**config.mk**
```make
export PLATFORM = sky130hd
export DESIGN_NAME = reset_delay_sequencer
export DESIGN_NICKNAME = d
export VERILOG_FILES = /design/src/reset_seq_pkg.sv /design/src/delay_timer.sv /design/src/reset_delay_sequencer.sv
export SDC_FILE = /design/constraint.sdc
export NUM_CORES = 1
export LEC_CHECK = 0
export BUFFER_PORTS_ARGS = -buffer_cell sky130_fd_sc_hd__buf_2
export CAP_MARGIN = 20
export CORE_AREA = 2 2 108 110
export CTS_BUF_LIST = sky130_fd_sc_hd__clkbuf_4
export DETAILED_ROUTE_END_ITERATION = 8
export DIE_AREA = 0 0 110 112
export PLACE_DENSITY = 0.8
export SKIP_LAST_GASP = 1
export SLEW_MARGIN = 40
export SYNTH_ARGS = -nofsm -noshare
export SYNTH_HDL_FRONTEND = slang
export SYNTH_HIERARCHICAL = 1
export SYNTH_SLANG_ARGS = --single-unit
export TNS_END_PERCENT = 20
```
**constraint.sdc**
```tcl
create_clock -name clk_sys -period 4.6 [get_ports clk_sys]
set_clock_uncertainty 0.05 [all_clocks]
set_input_delay 0.46 -clock clk_sys [delete_from_list [all_inputs] [get_ports clk_sys]]
set_output_delay 0.46 -clock clk_sys [all_outputs]
set_load 0.03 [all_outputs]
```
**src/reset_seq_pkg.sv**
```systemverilog
package reset_seq_pkg;

  // ---------------------------------------------------------------
  // nominal timing in ns and derived cycle counts
  // ---------------------------------------------------------------
  localparam int CLK_PERIOD_NS    = 100;
  localparam int POR_NS           = 10000;
  localparam int STARTUP_REG_NS   = 20000;
  localparam int STARTUP_NOREG_NS = 64000000;
  localparam int RST_NS           = 20000;
  localparam int LOCK_NS          = 20000;
  localparam int MON_DLY_NS       = 500000;
  localparam int MON_DLY_ALT_NS   = 100000;  // shorter figure also quoted for the monitor delay

  // least times: round up to whole cycles
  localparam int POR_CYC           = (POR_NS + CLK_PERIOD_NS - 1) / CLK_PERIOD_NS;
  localparam int STARTUP_REG_CYC   = (STARTUP_REG_NS + CLK_PERIOD_NS - 1) / CLK_PERIOD_NS;
  localparam int STARTUP_NOREG_CYC = (STARTUP_NOREG_NS + CLK_PERIOD_NS - 1) / CLK_PERIOD_NS;
  localparam int RST_CYC           = (RST_NS + CLK_PERIOD_NS - 1) / CLK_PERIOD_NS;
  localparam int LOCK_CYC          = (LOCK_NS + CLK_PERIOD_NS - 1) / CLK_PERIOD_NS;
  localparam int MON_DLY_CYC       = (MON_DLY_NS + CLK_PERIOD_NS - 1) / CLK_PERIOD_NS;
  localparam int MON_DLY_ALT_CYC   = (MON_DLY_ALT_NS + CLK_PERIOD_NS - 1) / CLK_PERIOD_NS;

  localparam int TIMER_W      = 20;
  localparam int OST_BITS     = 10;
  localparam int OST_PERIODS  = 1024;
  localparam int OSC_DEAD_CYC = 64;

  // ---------------------------------------------------------------
  // register map
  // ---------------------------------------------------------------
  localparam logic [7:0] CTRL_OFS   = 8'h00;
  localparam logic [7:0] STATUS_OFS = 8'h04;
  localparam int CTRL_REG_EN_BIT = 0;
  localparam int CTRL_MON_EN_BIT = 1;
  localparam int CTRL_SRC_LSB    = 2;
  localparam int STAT_CAUSE_LSB  = 5;

  // ---------------------------------------------------------------
  // types
  // ---------------------------------------------------------------
  typedef enum logic [3:0] {
    SRC_EC          = 4'h0,
    SRC_FAST_RC     = 4'h1,
    SRC_LOW_RC      = 4'h2,
    SRC_EC_PLL      = 4'h3,
    SRC_FAST_RC_PLL = 4'h4,
    SRC_XT          = 4'h5,
    SRC_HS          = 4'h6,
    SRC_SEC_OSC     = 4'h7,
    SRC_XT_PLL      = 4'h8,
    SRC_HS_PLL      = 4'h9
  } clk_src_t;

  typedef enum logic [2:0] {
    CAUSE_POR    = 3'h0,
    CAUSE_PIN    = 3'h1,
    CAUSE_WDOG   = 3'h2,
    CAUSE_SW     = 3'h3,
    CAUSE_ILLOP  = 3'h4,
    CAUSE_UNINIT = 3'h5,
    CAUSE_TRAPC  = 3'h6
  } reset_cause_t;

  typedef struct packed {
    clk_src_t src;
    logic     monitor_en;
    logic     regulator_en;
  } cfg_t;

  typedef struct packed {
    logic watchdog;
    logic software;
    logic illegal_op;
    logic uninit_wreg;
    logic trap_conflict;
  } reset_req_t;

  typedef struct packed {
    reset_cause_t cause;
    logic         fallback;
    logic         monitor_active;
    logic         exec_en;
    logic         clk_released;
    logic         sys_released;
  } status_t;

  localparam cfg_t CTRL_RST = '{src: SRC_XT_PLL, monitor_en: 1'b1, regulator_en: 1'b1};

endpackage

```
**src/delay_timer.sv**
```systemverilog
`timescale 1ns/100ps
// one-shot down counter: done pulses load cycles after start
module delay_timer #(
  parameter int W = 20
) (
  input  wire logic         clk_sys,
  input  wire logic         rst_n,
  input  wire logic         start,
  input  wire logic [W-1:0] load,
  output logic              busy,
  output logic              done
);

  logic [W-1:0] cnt_reg;

  // restart on start even while busy, so a new request extends the wait
  always_ff @(posedge clk_sys or negedge rst_n) begin
    if (!rst_n) begin
      cnt_reg <= '0;
      busy    <= 1'b0;
      done    <= 1'b0;
    end else if (start) begin
      cnt_reg <= load;
      busy    <= 1'b1;
      done    <= 1'b0;
    end else begin
      done <= busy && (cnt_reg == W'(1));
      if (busy) begin
        cnt_reg <= cnt_reg - W'(1);
        busy    <= (cnt_reg != W'(1));
      end
    end
  end

endmodule

```
**src/reset_delay_sequencer.sv**
```systemverilog
`timescale 1ns/100ps
module reset_delay_sequencer
  import reset_seq_pkg::*;
#(
  parameter int STARTUP_NOREG_CYCLES = STARTUP_NOREG_CYC,
  parameter int MON_DLY_CYCLES       = MON_DLY_CYC
) (
  input  wire logic               clk_sys,
  input  wire logic               rst_n,
  input  wire logic               external_reset_pin_n,
  input  wire logic               osc_in,
  input  wire reset_seq_pkg::reset_req_t reset_req,
  input  wire logic               wake_req,
  input  wire logic [7:0]         addr,
  input  wire logic [15:0]        wr_data,
  input  wire logic               wr_en,
  input  wire logic               rd_en,
  output logic [15:0]             rd_data,
  output logic                    system_reset_release,
  output logic                    clk_released,
  output logic                    exec_en,
  output logic                    use_fast_internal_rc,
  output logic                    monitor_active,
  output logic                    monitor_trap
);
  import reset_seq_pkg::*;

  // ---------------------------------------------------------------
  // reset release and pin synchronisers
  // ---------------------------------------------------------------
  logic       rst_meta_reg, rst_sync_n;
  logic [1:0] pin_sync_reg;
  logic [1:0] osc_sync_reg;
  logic       osc_last_reg;

  always_ff @(posedge clk_sys or negedge rst_n) begin
    if (!rst_n) begin
      rst_meta_reg <= 1'b0;
      rst_sync_n   <= 1'b0;
    end else begin
      rst_meta_reg <= 1'b1;
      rst_sync_n   <= rst_meta_reg;
    end
  end

  // pins only reach logic through their second flop
  always_ff @(posedge clk_sys or negedge rst_sync_n) begin
    if (!rst_sync_n) begin
      pin_sync_reg <= 2'b11;
      osc_sync_reg <= 2'b00;
      osc_last_reg <= 1'b0;
    end else begin
      pin_sync_reg <= {pin_sync_reg[0], external_reset_pin_n};
      osc_sync_reg <= {osc_sync_reg[0], osc_in};
      osc_last_reg <= osc_sync_reg[1];
    end
  end

  wire osc_edge = osc_sync_reg[1] && !osc_last_reg;
  wire pin_rst  = !pin_sync_reg[1];

  // ---------------------------------------------------------------
  // configuration and source decode
  // ---------------------------------------------------------------
  cfg_t cfg_reg;

  wire needs_ost = (cfg_reg.src == SRC_XT) || (cfg_reg.src == SRC_HS) ||
                   (cfg_reg.src == SRC_SEC_OSC) || (cfg_reg.src == SRC_XT_PLL) ||
                   (cfg_reg.src == SRC_HS_PLL);
  wire needs_pll = (cfg_reg.src == SRC_EC_PLL) || (cfg_reg.src == SRC_FAST_RC_PLL) ||
                   (cfg_reg.src == SRC_XT_PLL) || (cfg_reg.src == SRC_HS_PLL);
  wire needs_mon_delay = needs_ost || needs_pll;
  wire ctrl_wr   = wr_en && (addr == CTRL_OFS);
  wire any_req   = pin_rst || reset_req.watchdog || reset_req.software ||
                   reset_req.illegal_op || reset_req.uninit_wreg ||
                   reset_req.trap_conflict;

  // highest-numbered request source is reported when several coincide
  reset_cause_t req_cause;
  assign req_cause = reset_req.trap_conflict ? CAUSE_TRAPC :
                     reset_req.uninit_wreg   ? CAUSE_UNINIT :
                     reset_req.illegal_op    ? CAUSE_ILLOP :
                     reset_req.software      ? CAUSE_SW :
                     reset_req.watchdog      ? CAUSE_WDOG : CAUSE_PIN;

  // ---------------------------------------------------------------
  // reset release sequence
  // ---------------------------------------------------------------
  typedef enum logic [5:0] {
    S_BOOT  = 6'b000001,
    S_POR   = 6'b000010,
    S_START = 6'b000100,
    S_RST   = 6'b001000,
    S_RUN   = 6'b010000,
    S_WAKE  = 6'b100000
  } seq_state_t;

  seq_state_t   seq_reg, seq_next;
  logic         seq_start, seq_done;
  logic [TIMER_W-1:0] seq_load;
  reset_cause_t cause_reg;

  wire [TIMER_W-1:0] startup_load = cfg_reg.regulator_en ?
                     TIMER_W'(STARTUP_REG_CYC) : TIMER_W'(STARTUP_NOREG_CYCLES);

  // every release-sequence delay is a cycle count on clk_sys; only the clock path counts edges of the awaited source
  always_comb begin
    seq_next  = seq_reg;
    seq_start = 1'b0;
    seq_load  = TIMER_W'(RST_CYC);
    case (seq_reg)
      S_BOOT: begin
        seq_start = 1'b1;
        seq_load  = TIMER_W'(POR_CYC);
        seq_next  = S_POR;
      end
      S_POR: if (seq_done) begin
        seq_start = 1'b1;
        seq_load  = startup_load;
        seq_next  = S_START;
      end
      S_START: if (seq_done) begin
        seq_start = 1'b1;
        seq_next  = S_RST;
      end
      S_RST: if (any_req) begin
        seq_start = 1'b1;
      end else if (seq_done) begin
        seq_next  = S_RUN;
      end
      S_RUN: if (any_req) begin
        seq_start = 1'b1;
        seq_next  = S_RST;
      end else if (wake_req && cfg_reg.regulator_en) begin
        seq_start = 1'b1;
        seq_load  = TIMER_W'(STARTUP_REG_CYC);
        seq_next  = S_WAKE;
      end
      S_WAKE: if (any_req) begin
        seq_start = 1'b1;
        seq_next  = S_RST;
      end else if (seq_done) begin
        seq_next  = S_RUN;
      end
      default: seq_next = S_BOOT;
    endcase
  end

  delay_timer #(.W(TIMER_W)) u_seq_timer (
    .clk_sys (clk_sys),
    .rst_n   (rst_sync_n),
    .start   (seq_start),
    .load    (seq_load),
    .busy    (),
    .done    (seq_done)
  );

  // ---------------------------------------------------------------
  // clock path: oscillator start-up and pll lock
  // ---------------------------------------------------------------
  typedef enum logic [3:0] {
    C_IDLE  = 4'b0001,
    C_OST   = 4'b0010,
    C_LOCK  = 4'b0100,
    C_READY = 4'b1000
  } clk_state_t;

  clk_state_t        clk_reg, clk_next;
  logic [OST_BITS-1:0] ost_reg;
  logic              lock_start, lock_done;

  // runs on its own from boot; reset requests never touch it
  always_comb begin
    clk_next   = clk_reg;
    lock_start = 1'b0;
    case (clk_reg)
      C_IDLE: begin
        if (needs_ost) begin
          clk_next = C_OST;
        end else if (needs_pll) begin
          lock_start = 1'b1;
          clk_next   = C_LOCK;
        end else begin
          clk_next = C_READY;
        end
      end
      C_OST: if (osc_edge && (ost_reg == OST_BITS'(OST_PERIODS - 1))) begin
        lock_start = needs_pll;
        clk_next   = needs_pll ? C_LOCK : C_READY;
      end
      C_LOCK:  if (lock_done) clk_next = C_READY;
      C_READY: clk_next = C_READY;
      default: clk_next = C_IDLE;
    endcase
    if (ctrl_wr && (clk_reg != C_IDLE)) begin
      clk_next   = C_IDLE;
      lock_start = 1'b0;
    end
  end

  delay_timer #(.W(TIMER_W)) u_lock_timer (
    .clk_sys (clk_sys),
    .rst_n   (rst_sync_n),
    .start   (lock_start),
    .load    (TIMER_W'(LOCK_CYC)),
    .busy    (),
    .done    (lock_done)
  );

  // ---------------------------------------------------------------
  // fail-safe clock monitor
  // ---------------------------------------------------------------
  logic        mon_delay_done_reg;
  logic        fallback_reg;
  logic [7:0]  dead_cnt_reg;
  logic        mon_start, mon_done;

  wire mon_begin_ok = seq_reg == S_START && seq_done;
  assign mon_start  = mon_begin_ok && needs_mon_delay;
  wire osc_dead     = dead_cnt_reg == 8'(OSC_DEAD_CYC);
  wire clk_valid    = (clk_reg == C_READY) && !((needs_ost) && osc_dead);
  wire mon_go       = cfg_reg.monitor_en && mon_delay_done_reg &&
                      system_reset_release;
  wire mon_fail     = mon_go && !clk_valid && !fallback_reg;

  delay_timer #(.W(TIMER_W)) u_mon_timer (
    .clk_sys (clk_sys),
    .rst_n   (rst_sync_n),
    .start   (mon_start),
    .load    (TIMER_W'(MON_DLY_CYCLES)),
    .busy    (),
    .done    (mon_done)
  );

  // activity watch on the oscillator pin; saturates when it stalls
  always_ff @(posedge clk_sys or negedge rst_sync_n) begin
    if (!rst_sync_n) begin
      dead_cnt_reg <= 8'h00;
    end else if (osc_edge) begin
      dead_cnt_reg <= 8'h00;
    end else if (!osc_dead) begin
      dead_cnt_reg <= dead_cnt_reg + 8'h01;
    end
  end

  // monitor gate and fallback; a new failure wins over a clear
  always_ff @(posedge clk_sys or negedge rst_sync_n) begin
    if (!rst_sync_n) begin
      mon_delay_done_reg <= 1'b0;
      fallback_reg       <= 1'b0;
    end else begin
      if (mon_done || (mon_begin_ok && !needs_mon_delay)) begin
        mon_delay_done_reg <= 1'b1;
      end
      if (mon_fail) begin
        fallback_reg <= 1'b1;
      end else if (clk_reg == C_READY && clk_valid) begin
        fallback_reg <= 1'b0;
      end
    end
  end

  // ---------------------------------------------------------------
  // state registers and outputs
  // ---------------------------------------------------------------
  always_ff @(posedge clk_sys or negedge rst_sync_n) begin
    if (!rst_sync_n) begin
      seq_reg   <= S_BOOT;
      clk_reg   <= C_IDLE;
      ost_reg   <= '0;
      cause_reg <= CAUSE_POR;
    end else begin
      seq_reg <= seq_next;
      clk_reg <= clk_next;
      if (clk_reg != C_OST) begin
        ost_reg <= '0;
      end else if (osc_edge) begin
        ost_reg <= ost_reg + OST_BITS'(1);
      end
      if (any_req) begin
        cause_reg <= req_cause;
      end
    end
  end

  always_ff @(posedge clk_sys or negedge rst_sync_n) begin
    if (!rst_sync_n) begin
      system_reset_release <= 1'b0;
      clk_released         <= 1'b0;
      exec_en              <= 1'b0;
      use_fast_internal_rc <= 1'b0;
      monitor_active       <= 1'b0;
      monitor_trap         <= 1'b0;
    end else begin
      system_reset_release <= (seq_next == S_RUN) || (seq_next == S_WAKE);
      clk_released         <= clk_valid || fallback_reg || mon_fail;
      exec_en              <= (seq_next == S_RUN) && (clk_valid || fallback_reg);
      use_fast_internal_rc <= fallback_reg || mon_fail;
      monitor_active       <= mon_go;
      monitor_trap         <= mon_fail;
    end
  end

  // ---------------------------------------------------------------
  // register port
  // ---------------------------------------------------------------
  status_t status;
  assign status = '{cause: cause_reg, fallback: use_fast_internal_rc,
                    monitor_active: monitor_active, exec_en: exec_en,
                    clk_released: clk_released, sys_released: system_reset_release};

  wire [15:0] rd_mux = (addr == CTRL_OFS)   ? {10'h000, cfg_reg} :
                       (addr == STATUS_OFS) ? {8'h00, status} : 16'h0000;

  // source change restarts the clock path; reset value is the boot source
  always_ff @(posedge clk_sys or negedge rst_sync_n) begin
    if (!rst_sync_n) begin
      cfg_reg <= CTRL_RST;
      rd_data <= 16'h0000;
    end else begin
      if (ctrl_wr) begin
        cfg_reg <= cfg_t'(wr_data[5:0]);
      end
      rd_data <= rd_en ? rd_mux : 16'h0000;
    end
  end

endmodule

```
; ---- After elaboration in Yosys (flattened, before gate mapping)
; Index checks and enable logic that the tools add are counted.
; Widths: inputs -> output; s select.
[totals]
register_bits = 126
input_bits = 36
[classes]
eq_ne = 33
n_reduce_logical = 52
addsub = 5
muxes = 56
[ops]
columns = cell, n
row1 = $mux 20, 8
row2 = $eq 20x1->1 const B, 3
row3 = $ne 20x1->1 const B, 3
row4 = $sub 20x1->20 const B, 3
row5 = $mux 6, 7
row6 = $mux 8, 5
row7 = $pmux 20 s2, 1
row8 = $pmux 6 s6, 1
row9 = $eq 4x3->1 const B, 5
row10 = $mux 10, 2
row11 = $mux 4, 5
row12 = $logic_and 1x1->1, 19
row13 = $mux 1, 19
row14 = $logic_or 1x1->1, 18
row15 = $pmux 4 s4, 1
row16 = $eq 4x4->1 const B, 3
row17 = $eq 6x5->1 const B, 2
row18 = $eq 6x6->1 const B, 2
row19 = $add 10x1->10 const B, 1
row20 = $eq 10x10->1 const B, 1
row21 = $reduce_bool 2->1, 5
row22 = $mux 3, 3
row23 = $add 8x1->8 const B, 1
row24 = $eq 4x2->1 const B, 2
row25 = 19 further kinds, 26

; ---- Longest topological paths before layout
[logic_depth]
ltp_word = 12
mapped_depth = 10
depth_no_buf = 9

; ---- By module
; The synthesis kept the hierarchy.
[modules_own_cells]
columns = mod, area_per_inst_um2, instances, cells_per_inst
row1 = delay_timer, 1234.9, 3, 137
row2 = reset_delay_sequencer, 2940.3, 1, 290

; ---- Least setup slack after synthesis
; Ideal clock, no wire load.
[synth_path]
path_kind = register to register
from = register clk_reg[0]
to = register u_lock_timer.cnt_reg[13]
stages_incl_launch_ff = 9
arrival_time_ns = 2.410
setup_time_ns = 0.126
setup_slack_ns = 2.014
t_required_ns = 4.424
synth_period_minus_slack_ns = 2.586
cell_sequence = dfstp_2 -> or4b_2 -> or3_1 -> o31ai_1 -> clkbuf_1 -> clkinv_1 -> nand2_1 -> nor2_1 -> a221o_1
[synth_via]
elab_chain_cells = 4
elab_cells_between_ends = 8
classes_between = eq/ne (3) / mux (3) / reduce/logical (2)
[synth_lines]
columns = element, line_no
row1 = start: declaration, reset_delay_sequencer.sv:168  ; clk_state_t clk_reg, clk_next;
row2 = start signal: assignment, reset_delay_sequencer.sv:274  ; clk_reg <= clk_next;
row3 = $eq 4x2->1 (tied with other cells), reset_delay_sequencer.sv:176  ; case (clk_reg)
row4 = $pmux 1 s2 / $logic_and 1x1->1 (equally long branches), "reset_delay_sequencer.sv:176, reset_delay_sequencer.sv:195"
row5 = $mux 1 (*), reset_delay_sequencer.sv:195  ; if (ctrl_wr && (clk_reg != C_IDLE)) begin
row6 = named net lock_start, reset_delay_sequencer.sv:170  ; logic lock_start, lock_done;
row7 = $mux 20 / $reduce_bool 2->1 (equally long branches), n/a
row8 = end signal: assignment, delay_timer.sv:23  ; cnt_reg <= load;
row9 = end signal: assignment, delay_timer.sv:29  ; cnt_reg <= cnt_reg - W'(1);
row10 = end: declaration, delay_timer.sv:14  ; logic [W-1:0] cnt_reg;
; The timed path passes the listed nets; every way through them passes the cells marked *.
; A chain may end at the register's enable or synchronous reset.

; ---- Worst setup path in the final report
[layout_path]
from = register clk_reg[3]
to = register u_lock_timer.cnt_reg[13]
; Same word-level chain as after synthesis.

==> results list <==
- The tree built by TritonCTS fans out to between 100 and 150 sinks.
- Post-CTS repair changed the size of 0 cells.
- The floorplan step defined a die boundary enclosing 12300 sq um.
- Clock latency on the worst-skew pair: 0.54 ns
- The congestion estimate from routability-driven global placement came to 0.865.
- For this design the static power due to leakage is 3.05 nW.
- CTS clock-pin slew for the worst setup and hold paths: 0.11 ns
* Buffers inserted during post-CTS setup optimization: 0
* Number of setup violations in the final report: 0
* Total power: 2.43 mW
- Cell Pwr Density: ~330 nW/um^2
- DRT Pass-1 Iters: 4
- Met1 Routed Length: roughly 6.1 mm
- Slew at the pin closest to its max-slew limit: 0.652 ns
* Area of combinational cells with multiple inputs: 3440 sq um
* Highest metal layer used by the detailed router: met4
- In this design, the largest share of critical-path delay is due to simple AND/OR/NAND/NOR gates.
* RSZ-0062 raised after global routing: no
* # Max-Cap Violations: 0
- Buffers from clock root to sink, at most: 2
- Synth unique cells: 63
- Net switching fraction of the power: approximately 30%
* Library cell appearing most often on the critical path: sky130_fd_sc_hd__nor2_1
* Filler Cells Inserted: between 900 and 1000
- The share of the Yosys chip area taken by registers is approximately 48%.
- In this run, the clock network consumes 30.3% of the power.
- Number of instances in the synthesized netlist: 701
- Final critical path time including I/O delays and setup: 3.19 ns
- Sequential share of power: 54.4%
- H-tree level count: 4
* ANT cells: 0
* I/O pin total: 58
* CTS Root Cell: sky130_fd_sc_hd__clkbuf_4
* Vias in the first global route: approximately 5200
* DR vias/cell: 5.63
- The core region is 11200 sq um.
- Combined buffer and inverter count along the critical path: 1
- First-pass GRT wire length: 23.0 mm
* Crit share post-route: between 60% and 70%
- Category of the worst setup path launch point: register
- Layout Area Growth over Synthesis: 11.5%
- Wire segments on met2 add up to ~6.9 mm in the final route.
* EDFF count, synth: 0
* Largest voltage drop on the vdd net: roughly 0.3 mV
- For this run, the number of Yosys warnings is 6.
- Total GRT Usage: 23.6%
- Required time of the critical path: 4.99 ns
- Switch Pwr: 0.722 mW
* Initial Util: a little under 60%
* Max Clk Rate: 313 MHz
- Half-perimeter wire length of the detailed placement result: 9.37 mm
- Die Width: about 110 microns
- Summed over all failing endpoints, the final setup total negative slack is 0 ns.
- Input and output buffers added on the ports amount to 39.
- Internal power of the cells: 1.71 mW
- The flow ran to the end, and the final reports show no timing, DRC or antenna violations.
- The worst setup path is captured at a register.
- Along the worst path, the maximum fanout reaches 16.
- Storage cell area: 3170 sq um
- Once detail routing completed, the nets flagged for antenna violations numbered 0.
- Number of buffers inserted during clock tree synthesis: 17
- Share of cells above drive strength 1: 13.4%
- GR Overflow Total: 0
- For flop-to-flop paths, the worst setup slack is 1.41 ns.
- Share of async-settable or async-resettable flops after synthesis: 100%
- The number of slew-limit violations in the final report is 0.
* Pin count of the biggest net entering global routing: 58
- Hold Path Class: in -> reg
- Antenna violations before repair: 0
- The final layout contains routed wiring with a total length of about 14 mm.
* Library cell contributing the largest single delay on the critical path: sky130_fd_sc_hd__or4b_1
* Met3 wire len: 415 microns
- Worst setup path class: reg -> reg
- The most used flip-flop cell after synthesis is sky130_fd_sc_hd__dfrtp_1.
* Ordered cell list for the critical path: or4b_1 -> nor2_1 -> nand3_1 -> o31ai_4 -> clkinv_1 -> nand2_1 -> nor2_1 -> a221o_1
* Net total in the final layout: 831
* Starting DRT DRC Count: 305
- Post-synthesis cell area: 6650 sq um
- For this design, the CTS-stage hold fixing added 3 buffers.
- Maximum single-stage delay on the critical path: 0.82 ns
* Part of the power in combinational logic: 15.3%
- TritonCTS clock tree: built
* Seq cells post-synth: 126
* Number of hold violations in the final report: 0
* Height of the die: 112 microns
- For the worst setup path, the data arrival time is 3.58 ns.
* Remaining design rule violation count: 0
* Remaining max-slew budget at the tightest pin: 56.0%
- Total via count after detailed routing: roughly 5300
- Dividing the synthesized area by the synthesized cell count gives 9.48 sq um.
- Number of placement rows: 39
* Mean routed wirelength per cell: roughly 14 microns
routing by layer:
metal  up-vias  global-route usage (%)
met5         -                       0
met2        91                    39.3
met4         0                    9.54
met3        21                    5.91
li1       2607                       -
met1      2587                    29.2
worst reg2reg max path, stage by stage (launching register included):
cell and delay, ns:
sky130_fd_sc_hd__dfrtp_1 0.43, sky130_fd_sc_hd__or4b_1 0.82, sky130_fd_sc_hd__nor2_1 0.24, sky130_fd_sc_hd__nand3_1 0.16
sky130_fd_sc_hd__o31ai_4 0.54, sky130_fd_sc_hd__clkinv_1 0.41, sky130_fd_sc_hd__nand2_1 0.13, sky130_fd_sc_hd__nor2_1 0.04
sky130_fd_sc_hd__a221o_1 0.27
cell usage after synthesis (all sizes together), types with 3 or more instances:
cell type  count  area share (%)
dfrtp        119              45
nand2         73             4.1
nor2          62             3.5
o21ai         56             4.2
xnor2         41             5.4
or3           26             2.7
clkbuf        24             1.4
nor4          24             2.3
nor3          22             1.9
inv           20             1.1
or4           18             2.1
a21oi         16             1.2
nand3         16             1.2
a31oi         15             1.4
buf           15             1.6
nor2b         14             1.3
ha             9             1.7
xor2           9             1.2
a21o           8            0.90
o31ai          8            0.90
or2            8            0.75
dfstp          7             2.8
nor3b          7            0.79
a22oi          6            0.68
nand3b         6            0.68
nor4b          6            0.79
mux2           5             1.1
nand4          5            0.47
or4b           5            0.75
and3           4            0.38
nand2b         4            0.38
a21bo          3            0.45
a221o          3            0.45
a2bb2oi        3            0.40
clkinv         3            0.17
nand4bb        3            0.51
o211ai         3            0.34
or4bb          3            0.51
stage by stage:
stage                     utilization [%]  cells  hold slack (ns)  setup WS, ns  area (sq um)
after floorplan                         -    758            0.114         0.792          6860
after global placement               63.5    906            0.193          1.45          7100
after detailed placement             63.5    906            0.199          1.40          7100
after CTS                            66.1    941           0.0495          1.39          7390
after global routing                 66.3    942           0.0487          1.08          7410
final                                66.3    942           0.0920          1.41          7410
power by group through the flow:
stage | clock [mW] | sequential [mW] | combinational (mW)
final | 0.738 | 1.32 | 0.372
after global routing | 0.805 | 1.34 | 0.419
after CTS | 0.758 | 1.33 | 0.366
after detailed placement | 0 | 1.35 | 0.361
after global placement | 0 | 1.34 | 0.343
after floorplan | 0 | 1.34 | 0.273
kinds of logic (layout without fill, tap and decap cells):
kind of cell             count (synthesis)  count (layout)  synth area share, %
multiplexers                             6               6                 1.28
other                                    2              59                0.113
flip-flops                             126             126                 47.6
XOR/XNOR                                50              50                 6.59
AO/OA/AOI/OAI                          135             135                 12.7
AND/OR/NAND/NOR                        311             311                 25.7
buffers and inverters                   62             103                 4.29
adder cells (fa/ha/maj)                  9               9                 1.69
path summary, 6_finish.rpt:
| kind | end | from | depth (start not counted) |
|---|---|---|---|
| max in group asynchronous | ost_reg[4] | rst_sync_n | 2 |
| worst max register to register | u_lock_timer/cnt_reg[13] | clk_reg[3] | 8 |
| min in group asynchronous | rst_sync_n | rst_n | 2 |
| worst min-delay path | cause_reg[1] | reset_req[0] | 2 |
| worst max-delay path | u_lock_timer/cnt_reg[13] | clk_reg[3] | 8 |
| worst min register to register | u_lock_timer/cnt_reg[15] | rst_sync_n | 0 |
layout make-up:
| type | instances | area share, % |
|---|---|---|
| inverter | 23 | 1.16 |
| timing repair buffer | 48 | 3.81 |
| tap | 143 | 2.41 |
| sequential | 126 | 42.7 |
| multi-input combinational | 570 | 46.4 |
| clock buffer | 22 | 2.23 |
| clock inverter | 10 | 1.30 |
layout by cell type (no fill, tap or decap), drive strengths merged, types with 11 or more instances in the layout:
cell type,instances
buf,45
nand3,16
nor3,22
o21ai,56
a21oi,16
nor2b,14
nor4,24
nor2,62
a31oi,15
dfrtp,119
or4,18
clkbuf,22
xnor2,41
clkinv,11
conb,59
inv,20
nand2,73
or3,26
No activity file was read; power rests on OpenSTA's default activity.
